<file path="config.mk">
export PLATFORM = sky130hd
export DESIGN_NAME = pad_pullup_and_ext_irq
export DESIGN_NICKNAME = d
export VERILOG_FILES = /design/src/rtl/pad_ctl_pkg.sv /design/src/rtl/pad_pullup_and_ext_irq.sv
export VERILOG_INCLUDE_DIRS = /design/src /design/src/rtl
export SDC_FILE = /design/constraint.sdc
export NUM_CORES = 1
export LEC_CHECK = 0
export BUFFER_PORTS_ARGS = -buffer_cell sky130_fd_sc_hd__buf_2
export CORE_MARGIN = 2
export CORE_UTILIZATION = 50
export CTS_CLUSTER_DIAMETER = 150
export CTS_CLUSTER_SIZE = 8
export DETAILED_ROUTE_END_ITERATION = 12
export GPL_ROUTABILITY_DRIVEN = 1
export GPL_TIMING_DRIVEN = 0
export PLACE_DENSITY = 0.89
export SLEW_MARGIN = 0
export SYNTH_ARGS = -nofsm -noshare
export SYNTH_HDL_FRONTEND = slang
export SYNTH_SLANG_ARGS = --single-unit
</file>
<file path="constraint.sdc">
create_clock -name clk_i -period 2.1 [get_ports clk_i]
set_input_delay 0.21 -clock clk_i [delete_from_list [all_inputs] [get_ports clk_i]]
set_output_delay 0.21 -clock clk_i [all_outputs]
set_load 0.01 [all_outputs]
</file>
<file path="src/rtl/pad_ctl_defines.svh">
// register offsets, field positions and reset values of the pad control block
`ifndef PAD_CTL_DEFINES_SVH
`define PAD_CTL_DEFINES_SVH
`define OFS_TX_CTRL 8'h00
`define OFS_PORT_PULLUP 8'h04
`define OFS_PORT_E_SEL 8'h08
`define OFS_PORT_E_DIR 8'h0C
`define OFS_PORT_E_OUT 8'h10
`define OFS_PORT_E_PUR 8'h14
`define OFS_PORT_E_IN 8'h18
`define OFS_SYS_PUDR 8'h1C
`define OFS_IRQ_CFG 8'h20
`define OFS_INT_STAT 8'h24
`define OFS_INT_MASK 8'h28
`define OFS_PWR_MODE 8'h2C
`define TX_PUSHPULL_BIT 0
`define TX_SWDRIVE_BIT 1
`define TX_SWLEVEL_BIT 2
`define SYS_PUDR_IRQ_BIT 0
`define TX_CTRL_RST 3'h0
`define PORT_PULLUP_RST 1'h1
`define PORT_E_SEL_RST 6'h00
`define PORT_E_DIR_RST 6'h00
`define PORT_E_OUT_RST 6'h00
`define PORT_E_PUR_RST 6'h3F
`define SYS_PUDR_RST 1'h0
`define IRQ_CFG_RST 2'h0
`define INT_MASK_RST 2'h0
`endif

</file>
<file path="src/rtl/pad_ctl_pkg.sv">
// types shared by the pad control block
package pad_ctl_pkg;
    typedef logic [5:0] port_e_vec_t;
    typedef logic [1:0] irq_vec_t;
    typedef enum logic [1:0] {
        PWR_RUN = 2'h0,
        PWR_WAIT = 2'h1,
        PWR_STOP = 2'h2
    } pwr_mode_t;
endpackage

</file>
<file path="src/rtl/pad_pullup_and_ext_irq.sv">
// pad pull-up control, timer/port E pin muxing and external interrupt conditioning
//
// The Wishbone register port and the placing of the registers are this design's own decisions.
`timescale 1ns/10ps
`include "pad_ctl_defines.svh"
module pad_pullup_and_ext_irq (
    // clock and reset
    input wire logic clk_i,
    input wire logic rst_i,
    // classic wishbone slave
    input wire logic wb_cyc_i,
    input wire logic wb_stb_i,
    input wire logic wb_we_i,
    input wire logic [7:0] wb_adr_i,
    input wire logic [3:0] wb_sel_i,
    input wire logic [31:0] wb_dat_i,
    output logic [31:0] wb_dat_o,
    output logic wb_ack_o,
    // transmit pin
    input wire logic tx_data_i,
    output logic tx_pin_o,
    output logic tx_pin_oe_o,
    output logic tx_pullup_o,
    // timer c/d pins shared with port e lines 8..13
    input wire logic [5:0] timer_out_i,
    input wire logic [5:0] timer_oe_i,
    output logic [5:0] timer_in_o,
    input wire pad_ctl_pkg::port_e_vec_t port_e_pin_i,
    output pad_ctl_pkg::port_e_vec_t port_e_pin_o,
    output pad_ctl_pkg::port_e_vec_t port_e_pin_oe_o,
    output pad_ctl_pkg::port_e_vec_t port_e_pullup_o,
    // external interrupt requests, active low
    input wire pad_ctl_pkg::irq_vec_t ext_int_request_n_i,
    output pad_ctl_pkg::irq_vec_t ext_int_pullup_o,
    output pad_ctl_pkg::irq_vec_t ext_int_o,
    output logic wake_o,
    output logic irq_o
);
    import pad_ctl_pkg::*;

    logic [2:0] tx_ctrl;
    logic port_pullup_enable_reg;
    port_e_vec_t port_e_sel;
    port_e_vec_t port_e_dir;
    port_e_vec_t port_e_out;
    port_e_vec_t port_e_pullup_reg;
    logic system_pullup_disable_reg;
    irq_vec_t irq_cfg;
    irq_vec_t int_stat;
    irq_vec_t int_mask;
    pwr_mode_t pwr_mode;
    port_e_vec_t pe_meta;
    port_e_vec_t pe_sync;
    irq_vec_t irq_meta;
    irq_vec_t irq_sync;
    irq_vec_t irq_prev;
    irq_vec_t irq_event;
    logic wr_en;
    logic rd_en;
    logic tx_level;
    logic low_power;
    logic [31:0] next_rdata;

    function automatic logic [31:0] zext6(input logic [5:0] v);
        zext6 = {26'h0000000, v};
    endfunction

    assign wr_en = wb_cyc_i && wb_stb_i && wb_we_i && wb_ack_o && wb_sel_i[0];
    assign rd_en = wb_cyc_i && wb_stb_i && !wb_we_i && !wb_ack_o;
    assign low_power = (pwr_mode == PWR_STOP) || (pwr_mode == PWR_WAIT);
    assign tx_level = tx_ctrl[`TX_SWDRIVE_BIT] ? tx_ctrl[`TX_SWLEVEL_BIT] : tx_data_i;

    // bus acknowledge, one cycle after the strobe
    always_ff @(posedge clk_i) begin
        if (rst_i) begin
            wb_ack_o <= 1'b0;
        end else begin
            wb_ack_o <= wb_cyc_i && wb_stb_i && !wb_ack_o;
        end
    end

    // control registers
    always_ff @(posedge clk_i) begin
        if (rst_i) begin
            tx_ctrl <= `TX_CTRL_RST;
            port_pullup_enable_reg <= `PORT_PULLUP_RST;
            port_e_sel <= `PORT_E_SEL_RST;
            port_e_dir <= `PORT_E_DIR_RST;
            port_e_out <= `PORT_E_OUT_RST;
            port_e_pullup_reg <= `PORT_E_PUR_RST;
            system_pullup_disable_reg <= `SYS_PUDR_RST;
            irq_cfg <= `IRQ_CFG_RST;
            int_mask <= `INT_MASK_RST;
            pwr_mode <= PWR_RUN;
        end else if (wr_en) begin
            unique case (wb_adr_i)
                `OFS_TX_CTRL: tx_ctrl <= wb_dat_i[2:0];
                `OFS_PORT_PULLUP: port_pullup_enable_reg <= wb_dat_i[0];
                `OFS_PORT_E_SEL: port_e_sel <= wb_dat_i[5:0];
                `OFS_PORT_E_DIR: port_e_dir <= wb_dat_i[5:0];
                `OFS_PORT_E_OUT: port_e_out <= wb_dat_i[5:0];
                `OFS_PORT_E_PUR: port_e_pullup_reg <= wb_dat_i[5:0];
                `OFS_SYS_PUDR: system_pullup_disable_reg <= wb_dat_i[`SYS_PUDR_IRQ_BIT];
                `OFS_IRQ_CFG: irq_cfg <= wb_dat_i[1:0];
                `OFS_INT_MASK: int_mask <= wb_dat_i[1:0];
                `OFS_PWR_MODE: begin
                    if (wb_dat_i[1:0] == 2'h1) begin
                        pwr_mode <= PWR_WAIT;
                    end else if (wb_dat_i[1:0] == 2'h2) begin
                        pwr_mode <= PWR_STOP;
                    end else begin
                        pwr_mode <= PWR_RUN;
                    end
                end
                default: begin
                end
            endcase
        end
    end

    // read data mux
    always_comb begin
        next_rdata = 32'h00000000;
        unique case (wb_adr_i)
            `OFS_TX_CTRL: next_rdata = {29'h00000000, tx_ctrl};
            `OFS_PORT_PULLUP: next_rdata = {31'h00000000, port_pullup_enable_reg};
            `OFS_PORT_E_SEL: next_rdata = zext6(port_e_sel);
            `OFS_PORT_E_DIR: next_rdata = zext6(port_e_dir);
            `OFS_PORT_E_OUT: next_rdata = zext6(port_e_out);
            `OFS_PORT_E_PUR: next_rdata = zext6(port_e_pullup_reg);
            `OFS_PORT_E_IN: next_rdata = zext6(pe_sync);
            `OFS_SYS_PUDR: next_rdata = {31'h00000000, system_pullup_disable_reg};
            `OFS_IRQ_CFG: next_rdata = {30'h00000000, irq_cfg};
            `OFS_INT_STAT: next_rdata = {30'h00000000, int_stat};
            `OFS_INT_MASK: next_rdata = {30'h00000000, int_mask};
            `OFS_PWR_MODE: next_rdata = {30'h00000000, pwr_mode};
            default: next_rdata = 32'h00000000;
        endcase
    end

    always_ff @(posedge clk_i) begin
        if (rst_i) begin
            wb_dat_o <= 32'h00000000;
        end else if (rd_en) begin
            wb_dat_o <= next_rdata;
        end
    end

    // transmit pin drive and pull-up
    always_ff @(posedge clk_i) begin
        if (rst_i) begin
            tx_pin_o <= 1'b0;
            tx_pin_oe_o <= 1'b0;
            tx_pullup_o <= 1'b1;
        end else if (tx_ctrl[`TX_PUSHPULL_BIT]) begin
            tx_pin_o <= tx_level;
            tx_pin_oe_o <= 1'b1;
            tx_pullup_o <= 1'b0;
        end else begin
            tx_pin_o <= 1'b0;
            tx_pin_oe_o <= !tx_level;
            tx_pullup_o <= tx_level && port_pullup_enable_reg;
        end
    end

    // port e input synchroniser
    always_ff @(posedge clk_i) begin
        if (rst_i) begin
            pe_meta <= 6'h00;
            pe_sync <= 6'h00;
        end else begin
            pe_meta <= port_e_pin_i;
            pe_sync <= pe_meta;
        end
    end

    // timer c/d versus port e pin muxing
    always_ff @(posedge clk_i) begin
        if (rst_i) begin
            port_e_pin_o <= 6'h00;
            port_e_pin_oe_o <= 6'h00;
            port_e_pullup_o <= `PORT_E_PUR_RST;
            timer_in_o <= 6'h00;
        end else begin
            for (int i = 0; i < 6; i++) begin
                if (port_e_sel[i]) begin
                    port_e_pin_o[i] <= port_e_out[i];
                    port_e_pin_oe_o[i] <= port_e_dir[i];
                end else begin
                    port_e_pin_o[i] <= timer_out_i[i];
                    port_e_pin_oe_o[i] <= timer_oe_i[i];
                end
            end
            port_e_pullup_o <= port_e_pullup_reg;
            timer_in_o <= pe_sync;
        end
    end

    // external request synchroniser and detection
    always_ff @(posedge clk_i) begin
        if (rst_i) begin
            irq_meta <= 2'h3;
            irq_sync <= 2'h3;
            irq_prev <= 2'h3;
        end else begin
            irq_meta <= ext_int_request_n_i;
            irq_sync <= irq_meta;
            irq_prev <= irq_sync;
        end
    end

    always_comb begin
        for (int i = 0; i < 2; i++) begin
            irq_event[i] = irq_cfg[i] ? (irq_prev[i] && !irq_sync[i]) : !irq_sync[i];
        end
    end

    // sticky status, cleared by a read, set wins
    always_ff @(posedge clk_i) begin
        if (rst_i) begin
            int_stat <= 2'h0;
        end else if (rd_en && wb_adr_i == `OFS_INT_STAT) begin
            int_stat <= irq_event;
        end else begin
            int_stat <= int_stat | irq_event;
        end
    end

    // interrupt outputs, wake path and request pull-ups
    always_ff @(posedge clk_i) begin
        if (rst_i) begin
            ext_int_o <= 2'h0;
            irq_o <= 1'b0;
            wake_o <= 1'b0;
            ext_int_pullup_o <= 2'h3;
        end else begin
            ext_int_o <= irq_event;
            irq_o <= |((int_stat | irq_event) & int_mask);
            // low level recognised straight from the pad in low power
            wake_o <= low_power && !(&ext_int_request_n_i);
            ext_int_pullup_o <= {2{!system_pullup_disable_reg}};
        end
    end

    // checks
    AST_OD_LOW: assert property (@(posedge clk_i) disable iff (rst_i)
        !tx_ctrl[`TX_PUSHPULL_BIT] && !tx_level |=> !tx_pullup_o && tx_pin_oe_o)
        else $error("pull-up on while open-drain drives low");
    AST_OD_PIN: assert property (@(posedge clk_i) disable iff (rst_i)
        !tx_ctrl[`TX_PUSHPULL_BIT] |=> !tx_pin_o)
        else $error("open-drain pin driven high");
    AST_OD_HIGH: assert property (@(posedge clk_i) disable iff (rst_i)
        !tx_ctrl[`TX_PUSHPULL_BIT] && tx_level |=> tx_pullup_o == $past(port_pullup_enable_reg))
        else $error("open-drain high pull-up wrong");
    AST_PP_OFF: assert property (@(posedge clk_i) disable iff (rst_i)
        tx_ctrl[`TX_PUSHPULL_BIT] |=> !tx_pullup_o && tx_pin_o == $past(tx_level))
        else $error("push-pull pull-up on");
    AST_RST_TX: assert property (@(posedge clk_i)
        $fell(rst_i) |-> tx_pullup_o && !tx_ctrl[`TX_PUSHPULL_BIT])
        else $error("transmit pin reset state wrong");
    AST_RST_TIMER: assert property (@(posedge clk_i)
        $fell(rst_i) |-> port_e_sel == 6'h00)
        else $error("timer pins not in timer mode after reset");
    AST_TIMER_PATH: assert property (@(posedge clk_i) disable iff (rst_i)
        port_e_sel == 6'h00
        |=> port_e_pin_o == $past(timer_out_i) && port_e_pin_oe_o == $past(timer_oe_i))
        else $error("timer drive not on pins");
    AST_GPIO_DIR: assert property (@(posedge clk_i) disable iff (rst_i)
        port_e_sel[0] ##1 port_e_sel[0] |-> port_e_pin_oe_o[0] == $past(port_e_dir[0]))
        else $error("port line direction wrong");
    AST_PE_PUR: assert property (@(posedge clk_i) disable iff (rst_i)
        ##1 port_e_pullup_o == $past(port_e_pullup_reg))
        else $error("port e pull-up mismatch");
    AST_RST_PUR: assert property (@(posedge clk_i)
        $fell(rst_i) |-> port_e_pullup_o == `PORT_E_PUR_RST && ext_int_pullup_o == 2'h3)
        else $error("pull-ups not on after reset");
    AST_WAKE: assert property (@(posedge clk_i) disable iff (rst_i)
        low_power && ext_int_request_n_i == 2'h2 |=> wake_o)
        else $error("low power request missed");
    AST_RUN_NO_WAKE: assert property (@(posedge clk_i) disable iff (rst_i)
        !low_power |=> !wake_o)
        else $error("wake raised outside low power");
    AST_SYNC_LAT: assert property (@(posedge clk_i) disable iff (rst_i)
        !irq_cfg[0] && $fell(ext_int_request_n_i[0]) ##1 !ext_int_request_n_i[0]
        |=> irq_event[0])
        else $error("level request not seen two cycles later");
    AST_EDGE: assert property (@(posedge clk_i) disable iff (rst_i)
        irq_cfg[1] && !irq_sync[1] && !irq_prev[1] |-> !irq_event[1])
        else $error("edge mode fired on steady low");
    AST_EDGE_FIRE: assert property (@(posedge clk_i) disable iff (rst_i)
        irq_cfg[0] && irq_prev[0] && !irq_sync[0] |=> ext_int_o[0])
        else $error("falling edge not reported");
    AST_STAT_SET: assert property (@(posedge clk_i) disable iff (rst_i)
        irq_event != 2'h0 |=> (int_stat & $past(irq_event)) == $past(irq_event))
        else $error("event did not set status");
    AST_LVL_STAT: assert property (@(posedge clk_i) disable iff (rst_i)
        !irq_cfg[0] && !irq_sync[0] |=> int_stat[0])
        else $error("low level not held in status");
    AST_PUDR: assert property (@(posedge clk_i) disable iff (rst_i)
        system_pullup_disable_reg ##1 system_pullup_disable_reg |-> ext_int_pullup_o == 2'h0)
        else $error("request pull-ups not disabled");
    AST_PUDR_ON: assert property (@(posedge clk_i) disable iff (rst_i)
        !system_pullup_disable_reg ##1 !system_pullup_disable_reg |-> ext_int_pullup_o == 2'h3)
        else $error("request pull-ups not enabled");
    AST_STAT_CLR: assert property (@(posedge clk_i) disable iff (rst_i)
        rd_en && wb_adr_i == `OFS_INT_STAT && irq_event == 2'h0 |=> int_stat == 2'h0)
        else $error("status not cleared by read");
    AST_STAT_HOLD: assert property (@(posedge clk_i) disable iff (rst_i)
        !(rd_en && wb_adr_i == `OFS_INT_STAT) && irq_event == 2'h0 |=> $stable(int_stat))
        else $error("status changed without cause");
    AST_IRQ_OUT: assert property (@(posedge clk_i) disable iff (rst_i)
        (int_stat & int_mask) != 2'h0 |=> irq_o)
        else $error("unmasked status without interrupt");
    AST_IRQ_QUIET: assert property (@(posedge clk_i) disable iff (rst_i)
        ((int_stat | irq_event) & int_mask) == 2'h0 |=> !irq_o)
        else $error("interrupt without unmasked status");
    AST_ACK_ONE: assert property (@(posedge clk_i) disable iff (rst_i)
        wb_ack_o |=> !wb_ack_o)
        else $error("acknowledge longer than one cycle");
    AST_ACK_TAKE: assert property (@(posedge clk_i) disable iff (rst_i)
        wb_cyc_i && wb_stb_i && !wb_ack_o |=> wb_ack_o)
        else $error("request not acknowledged");
    AST_WR_LAND: assert property (@(posedge clk_i) disable iff (rst_i)
        wr_en && wb_adr_i == `OFS_INT_MASK |=> int_mask == $past(wb_dat_i[1:0]))
        else $error("write did not land");
    CV_EDGE: cover property (@(posedge clk_i) irq_cfg[0] && irq_event[0]);
    CV_WAKE: cover property (@(posedge clk_i) wake_o);
    CV_IRQ: cover property (@(posedge clk_i) irq_o);
    CV_OD: cover property (@(posedge clk_i) tx_pin_oe_o && !tx_pullup_o);
    CV_GPIO: cover property (@(posedge clk_i) port_e_sel[5] && port_e_pin_oe_o[5]);
endmodule

</file>
; ---- Word level (Yosys, flattened, before mapping)
; Cells that the tools add are included.
[word_totals]
register_bits = 120
word_cells = 102
input_bits = 70
[classes]
bitwise = 3
n_reduce_logical = 34
mux = 21
eq_ne = 15
[op_table]
columns = operator, n
row1 = one-hot mux 6 bit (12 select lines), 1
row2 = equality test 8 x 5 -> 1 bit (second input constant), 4
row3 = equality test 8 x 6 -> 1 bit (second input constant), 4
row4 = AND reduction 2 bit, 11
row5 = 2-to-1 mux 1 bit, 17
row6 = equality test 8 x 4 -> 1 bit (second input constant), 2
row7 = logical AND 1 bit, 12
row8 = equality test 8 x 3 -> 1 bit (second input constant), 1
row9 = logical NOT 8 bit, 1
row10 = logical NOT 1 bit, 7
row11 = 2-to-1 mux 2 bit, 3
row12 = equality test 2 x 1 -> 1 bit (second input constant), 2
row13 = equality test 2 bit (second input constant), 2
row14 = OR reduction 2 bit, 2
row15 = bitwise AND 2 bit, 1
row16 = bitwise OR 2 bit, 1
row17 = logical OR 1 bit, 1
row18 = inverter 1 bit, 1

; ---- Depth between registers and ports, before layout
[depth]
word_depth = 6
mapped_depth = 7

; ---- Worst setup path before layout
; Ideal clock, no wire load.
[synth_path]
path_kind = input port to flip-flop
startpoint = in wb_adr_i[5]
endpoint = reg port_e_dir[4]
cell_stages = 7
path_buffers = 2
slack_ns = 0.530
required_ns = 1.969
t_arrival_ns = 1.439
path_cell_list = buf_6 -> or4_4 -> nor3_4 -> buf_6 -> nand2_1 -> nand2_1 -> a21oi_2
[synth_between]
elab_chain_cells = 2
[synth_rtl]
columns = item, line_no
row1 = from (decl), pad_pullup_and_ext_irq.sv:14  ; input wire logic [7:0] wb_adr_i,
row2 = equality test 8 x 4 -> 1 bit, pad_pullup_and_ext_irq.sv:96  ; unique case (wb_adr_i)
row3 = AND reduction 2 bit (no line), --
row4 = to (signal assigned), pad_pullup_and_ext_irq.sv:88  ; port_e_dir <= `PORT_E_DIR_RST;
row5 = to (signal assigned), pad_pullup_and_ext_irq.sv:100  ; `OFS_PORT_E_DIR: port_e_dir <= wb_dat_i[5:0];
row6 = to (decl), pad_pullup_and_ext_irq.sv:44  ; port_e_vec_t port_e_dir;
; Every way passes these cells.
; A chain may end at the register's enable or synchronous reset.

; ---- Final worst setup path
[layout_path]
startpoint = reg wb_ack_o
endpoint = reg port_e_out[5]
[layout_between]
elab_chain_cells = 3
[layout_rtl]
columns = item, line_no
row1 = from (decl), pad_pullup_and_ext_irq.sv:18  ; output logic wb_ack_o,
row2 = from (signal assigned), pad_pullup_and_ext_irq.sv:78  ; wb_ack_o <= wb_cyc_i && wb_stb_i && !wb_ack_o;
row3 = logical AND 1 bit (2 in series), pad_pullup_and_ext_irq.sv:68  ; assign wr_en = wb_cyc_i && wb_stb_i && wb_we_i && wb_ack_o && wb_sel_i[0];
row4 = AND reduction 2 bit (no line), --
row5 = to (signal assigned), pad_pullup_and_ext_irq.sv:89  ; port_e_out <= `PORT_E_OUT_RST;
row6 = to (signal assigned), pad_pullup_and_ext_irq.sv:101  ; `OFS_PORT_E_OUT: port_e_out <= wb_dat_i[5:0];
row7 = to (decl), pad_pullup_and_ext_irq.sv:45  ; port_e_vec_t port_e_out;
; Every way passes these cells.

==> flow_metrics.env <==
export IMPL_status="finished clean"
export IMPL_start_util_pct=50.95
export IMPL_ys_flop_type="dfxtp_1"
export IMPL_fmax_mhz=580.0
export IMPL_ant_nets=0
export IMPL_grt_pass1_wl_um=15770
export IMPL_post_dp_hpwl_um=7655
export IMPL_dp_cells=629
export IMPL_p_leak_nw=2.019
export IMPL_max_slew_margin_rel_pct=54.80
export IMPL_synth_edf_count=0
export IMPL_finalSetupViolations=0
export IMPL_nFillCells=657
export IMPL_ys_top_cells_by_area="dfxtp_1 (48%), mux2i_1 (7.2%), buf_4 (5.2%)"
export IMPL_fp_dieH_um=92.28
export IMPL_place_congestion=0.9415
export IMPL_die_area_um2=8515
export IMPL_vias_per_cell=5.288
export IMPL_hold_viol_final=0
export IMPL_grt_overflow=0
export IMPL_grt_use_total_pct=24.19
export IMPL_critPathArrivalTime_ps=2010
export IMPL_tightest_slew_ps=678.0
export IMPL_slew_violations=0
export IMPL_hold_start="ext_int_request_n_i[1]"
export IMPL_pwr_density_cell_nw_per_um2=722.4
export IMPL_yosysMostFrequentCell="dfxtp_1"
export IMPL_grt_pass1_vias=3106
export IMPL_io_buffers=76
export IMPL_min_period_over_period_pct=82.10
export IMPL_wire_per_inst_um=16.15
export IMPL_htreeDepth=3
export IMPL_max_cap_violations=0
export IMPL_synth_seq_cells=94
export IMPL_post_cts_setup_buffers=0
export IMPL_critPathRequiredTime_ps=2380
export IMPL_postSynthAreaPerCell_um2=9.146
export IMPL_cts_tree="done"
export IMPL_crit_type="flip-flop to flip-flop"
export IMPL_synth_cell_area_um2=3896
export IMPL_vias=3411
export IMPL_startpoint_type="flip-flop"
export IMPL_antenna_found_initial=0
export IMPL_pin_count=136
export IMPL_routed_wl_um=10420
export IMPL_tns_ps=0
export IMPL_coreArea_um2=7647
export IMPL_drt_iter0_drc=348
export IMPL_cts_clk_slew_worst_paths_ps=90
export IMPL_netlist_instances=426
export IMPL_fin_skew_ps=7.500
export IMPL_fin_crit_ps=1724
export IMPL_crit_path_frequent_cell="nand3_1"
export IMPL_drtPass1Iterations=5
export IMPL_hold_path_class="primary input to flip-flop"
export IMPL_rsz0062_at_grt="no"
export IMPL_place_ws_ps=174.2
export IMPL_synth_top_area_share_pct=48.30
export IMPL_worstPathCellList="nand3_1 > nor4_4 > buf_2 > nand3_1 > a21oi_1"
export IMPL_ys_types=53
export IMPL_layout_drive_gt1_share_pct=29.10
export IMPL_ir_worst_vdd_mv=0.2861
export IMPL_die_w_um=92.28
export IMPL_synth_largest_area_cell="dfxtp_1"
export IMPL_cts_max_path_buffers=2
export IMPL_crit_start="wb_ack_o"
export IMPL_nNetsFinal=608
export IMPL_end_kind="flip-flop"
export IMPL_cp_max_fo=10
export IMPL_synth_seq_area_share_pct=48.30
export IMPL_slowest_stage="nor4_4"
export IMPL_num_rows=32
export IMPL_yosys_warnings=0
export IMPL_insertion_delay_ps=360
export IMPL_cts_made_buffers=9
export IMPL_timing_critical_path_slowest_cell_delay_ps=440
export IMPL_fin_ws_ps=376.0
export IMPL_final_cell_count_no_fill=645
export IMPL_cts_sinks=94
export IMPL_drc=0
export IMPL_grt_max_degree=16
export IMPL_cts_resized=0
export IMPL_reg2reg_from="wb_ack_o"
export IMPL_async_flop_share_pct=0
export IMPL_cts_root_buf="clkbuf_8"
export IMPL_cts_hold_buffers=0
export IMPL_synthToLayoutAreaGrowth_pct=21.07
export IMPL_synth_commonest_cells="dfxtp_1 (94), nand2_1 (48), nor2_1 (34), a21oi_1 (33), nand3_1 (32)"
export IMPL_antenna_cells=0
[cells by family after synthesis]
group,after synthesis,share of synthesized area (%)
muxes,33,8.638
other,1,0.09625
and+or+nand+nor,180,23.76
DFF,94,48.30
AOI/OAI and AO/OA,65,10.28
xor gates and xnor gates,1,0.2248
buffers and inverters,52,8.702
[critical path, delay by kind of cell (launching register included)]
family          cells  cell delay (ps)
compound gates      1              150
simple gates        3              770
flops               1              400
buf+inv             1              310
[routing by layer]
metal / global-route usage (%) / share of wire (%) / vias to the layer above / routed length [um]
li1: - / - / 1626 / -
met1: 31.70 / 42 / 1574 / 4332
met2: 40.99 / 48 / 191 / 5005
met3: 3.533 / 8.6 / 20 / 896
met4: 8.085 / 1.8 / 0 / 183
met5: 0 / 0 / - / 0
[final cells by class]
type                    instances  area [um^2]  area share (%)
plain buffers                  51        335.3           7.109
clock buffers                  12        165.2           3.501
clock inverters                 4        53.80           1.141
inverters                       1        3.754         0.07958
multi-input cells             305         1769           37.51
flip-flops and latches         94         1882           39.89
well taps                     102        127.6           2.706
repair buffers                 76        380.4           8.064
[final timing paths]
| kind | end | slack (ps) | cells past startpoint |
|---|---|---|---|
| min | irq_meta[1] | 50 | 2 |
| max reg2reg | port_e_out[5] | 380 | 5 |
| max | port_e_out[5] | 380 | 5 |
| min reg2reg | ext_int_pullup_o[0] | 420 | 1 |
[power by group]
part / total (W) / internal (W) / switching (W)
clock network: 0.00128 / 0.000650 / 0.000630
logic: 0.000297 / 0.000123 / 0.000175
registers: 0.00183 / 0.00182 / 0.0000126
total: 0.00341 / 0.00259 / 0.000817
[layout by cell type, fill, tap and decap left out, drive strengths merged, types with 5 or more instances in the layout]
| master | synthesis | final |
|---|---|---|
| a21oi | 35 | 35 |
| buf | 41 | 117 |
| clkbuf | 10 | 22 |
| conb | 1 | 26 |
| dfxtp | 94 | 94 |
| mux2 | 5 | 5 |
| mux2i | 28 | 28 |
| nand2 | 48 | 48 |
| nand3 | 32 | 32 |
| nor2 | 35 | 35 |
| nor2b | 24 | 24 |
| nor3 | 8 | 8 |
| o21ai | 10 | 10 |
| or2 | 13 | 13 |
[stage by stage]
stage	cell area, um^2	total power [W]	utilization, %	hold slack (ps)
final	4717	0.003407	61.68	47.07
after global routing	4717	0.003515	61.68	39.08
after CTS	4717	0.003406	61.68	44.15
after detailed placement	4498	0.002163	58.82	399.5
after global placement	4498	0.002157	58.82	394.3
after floorplan	3990	0.002055	-	329.7
(Power assumes the default switching activity.)
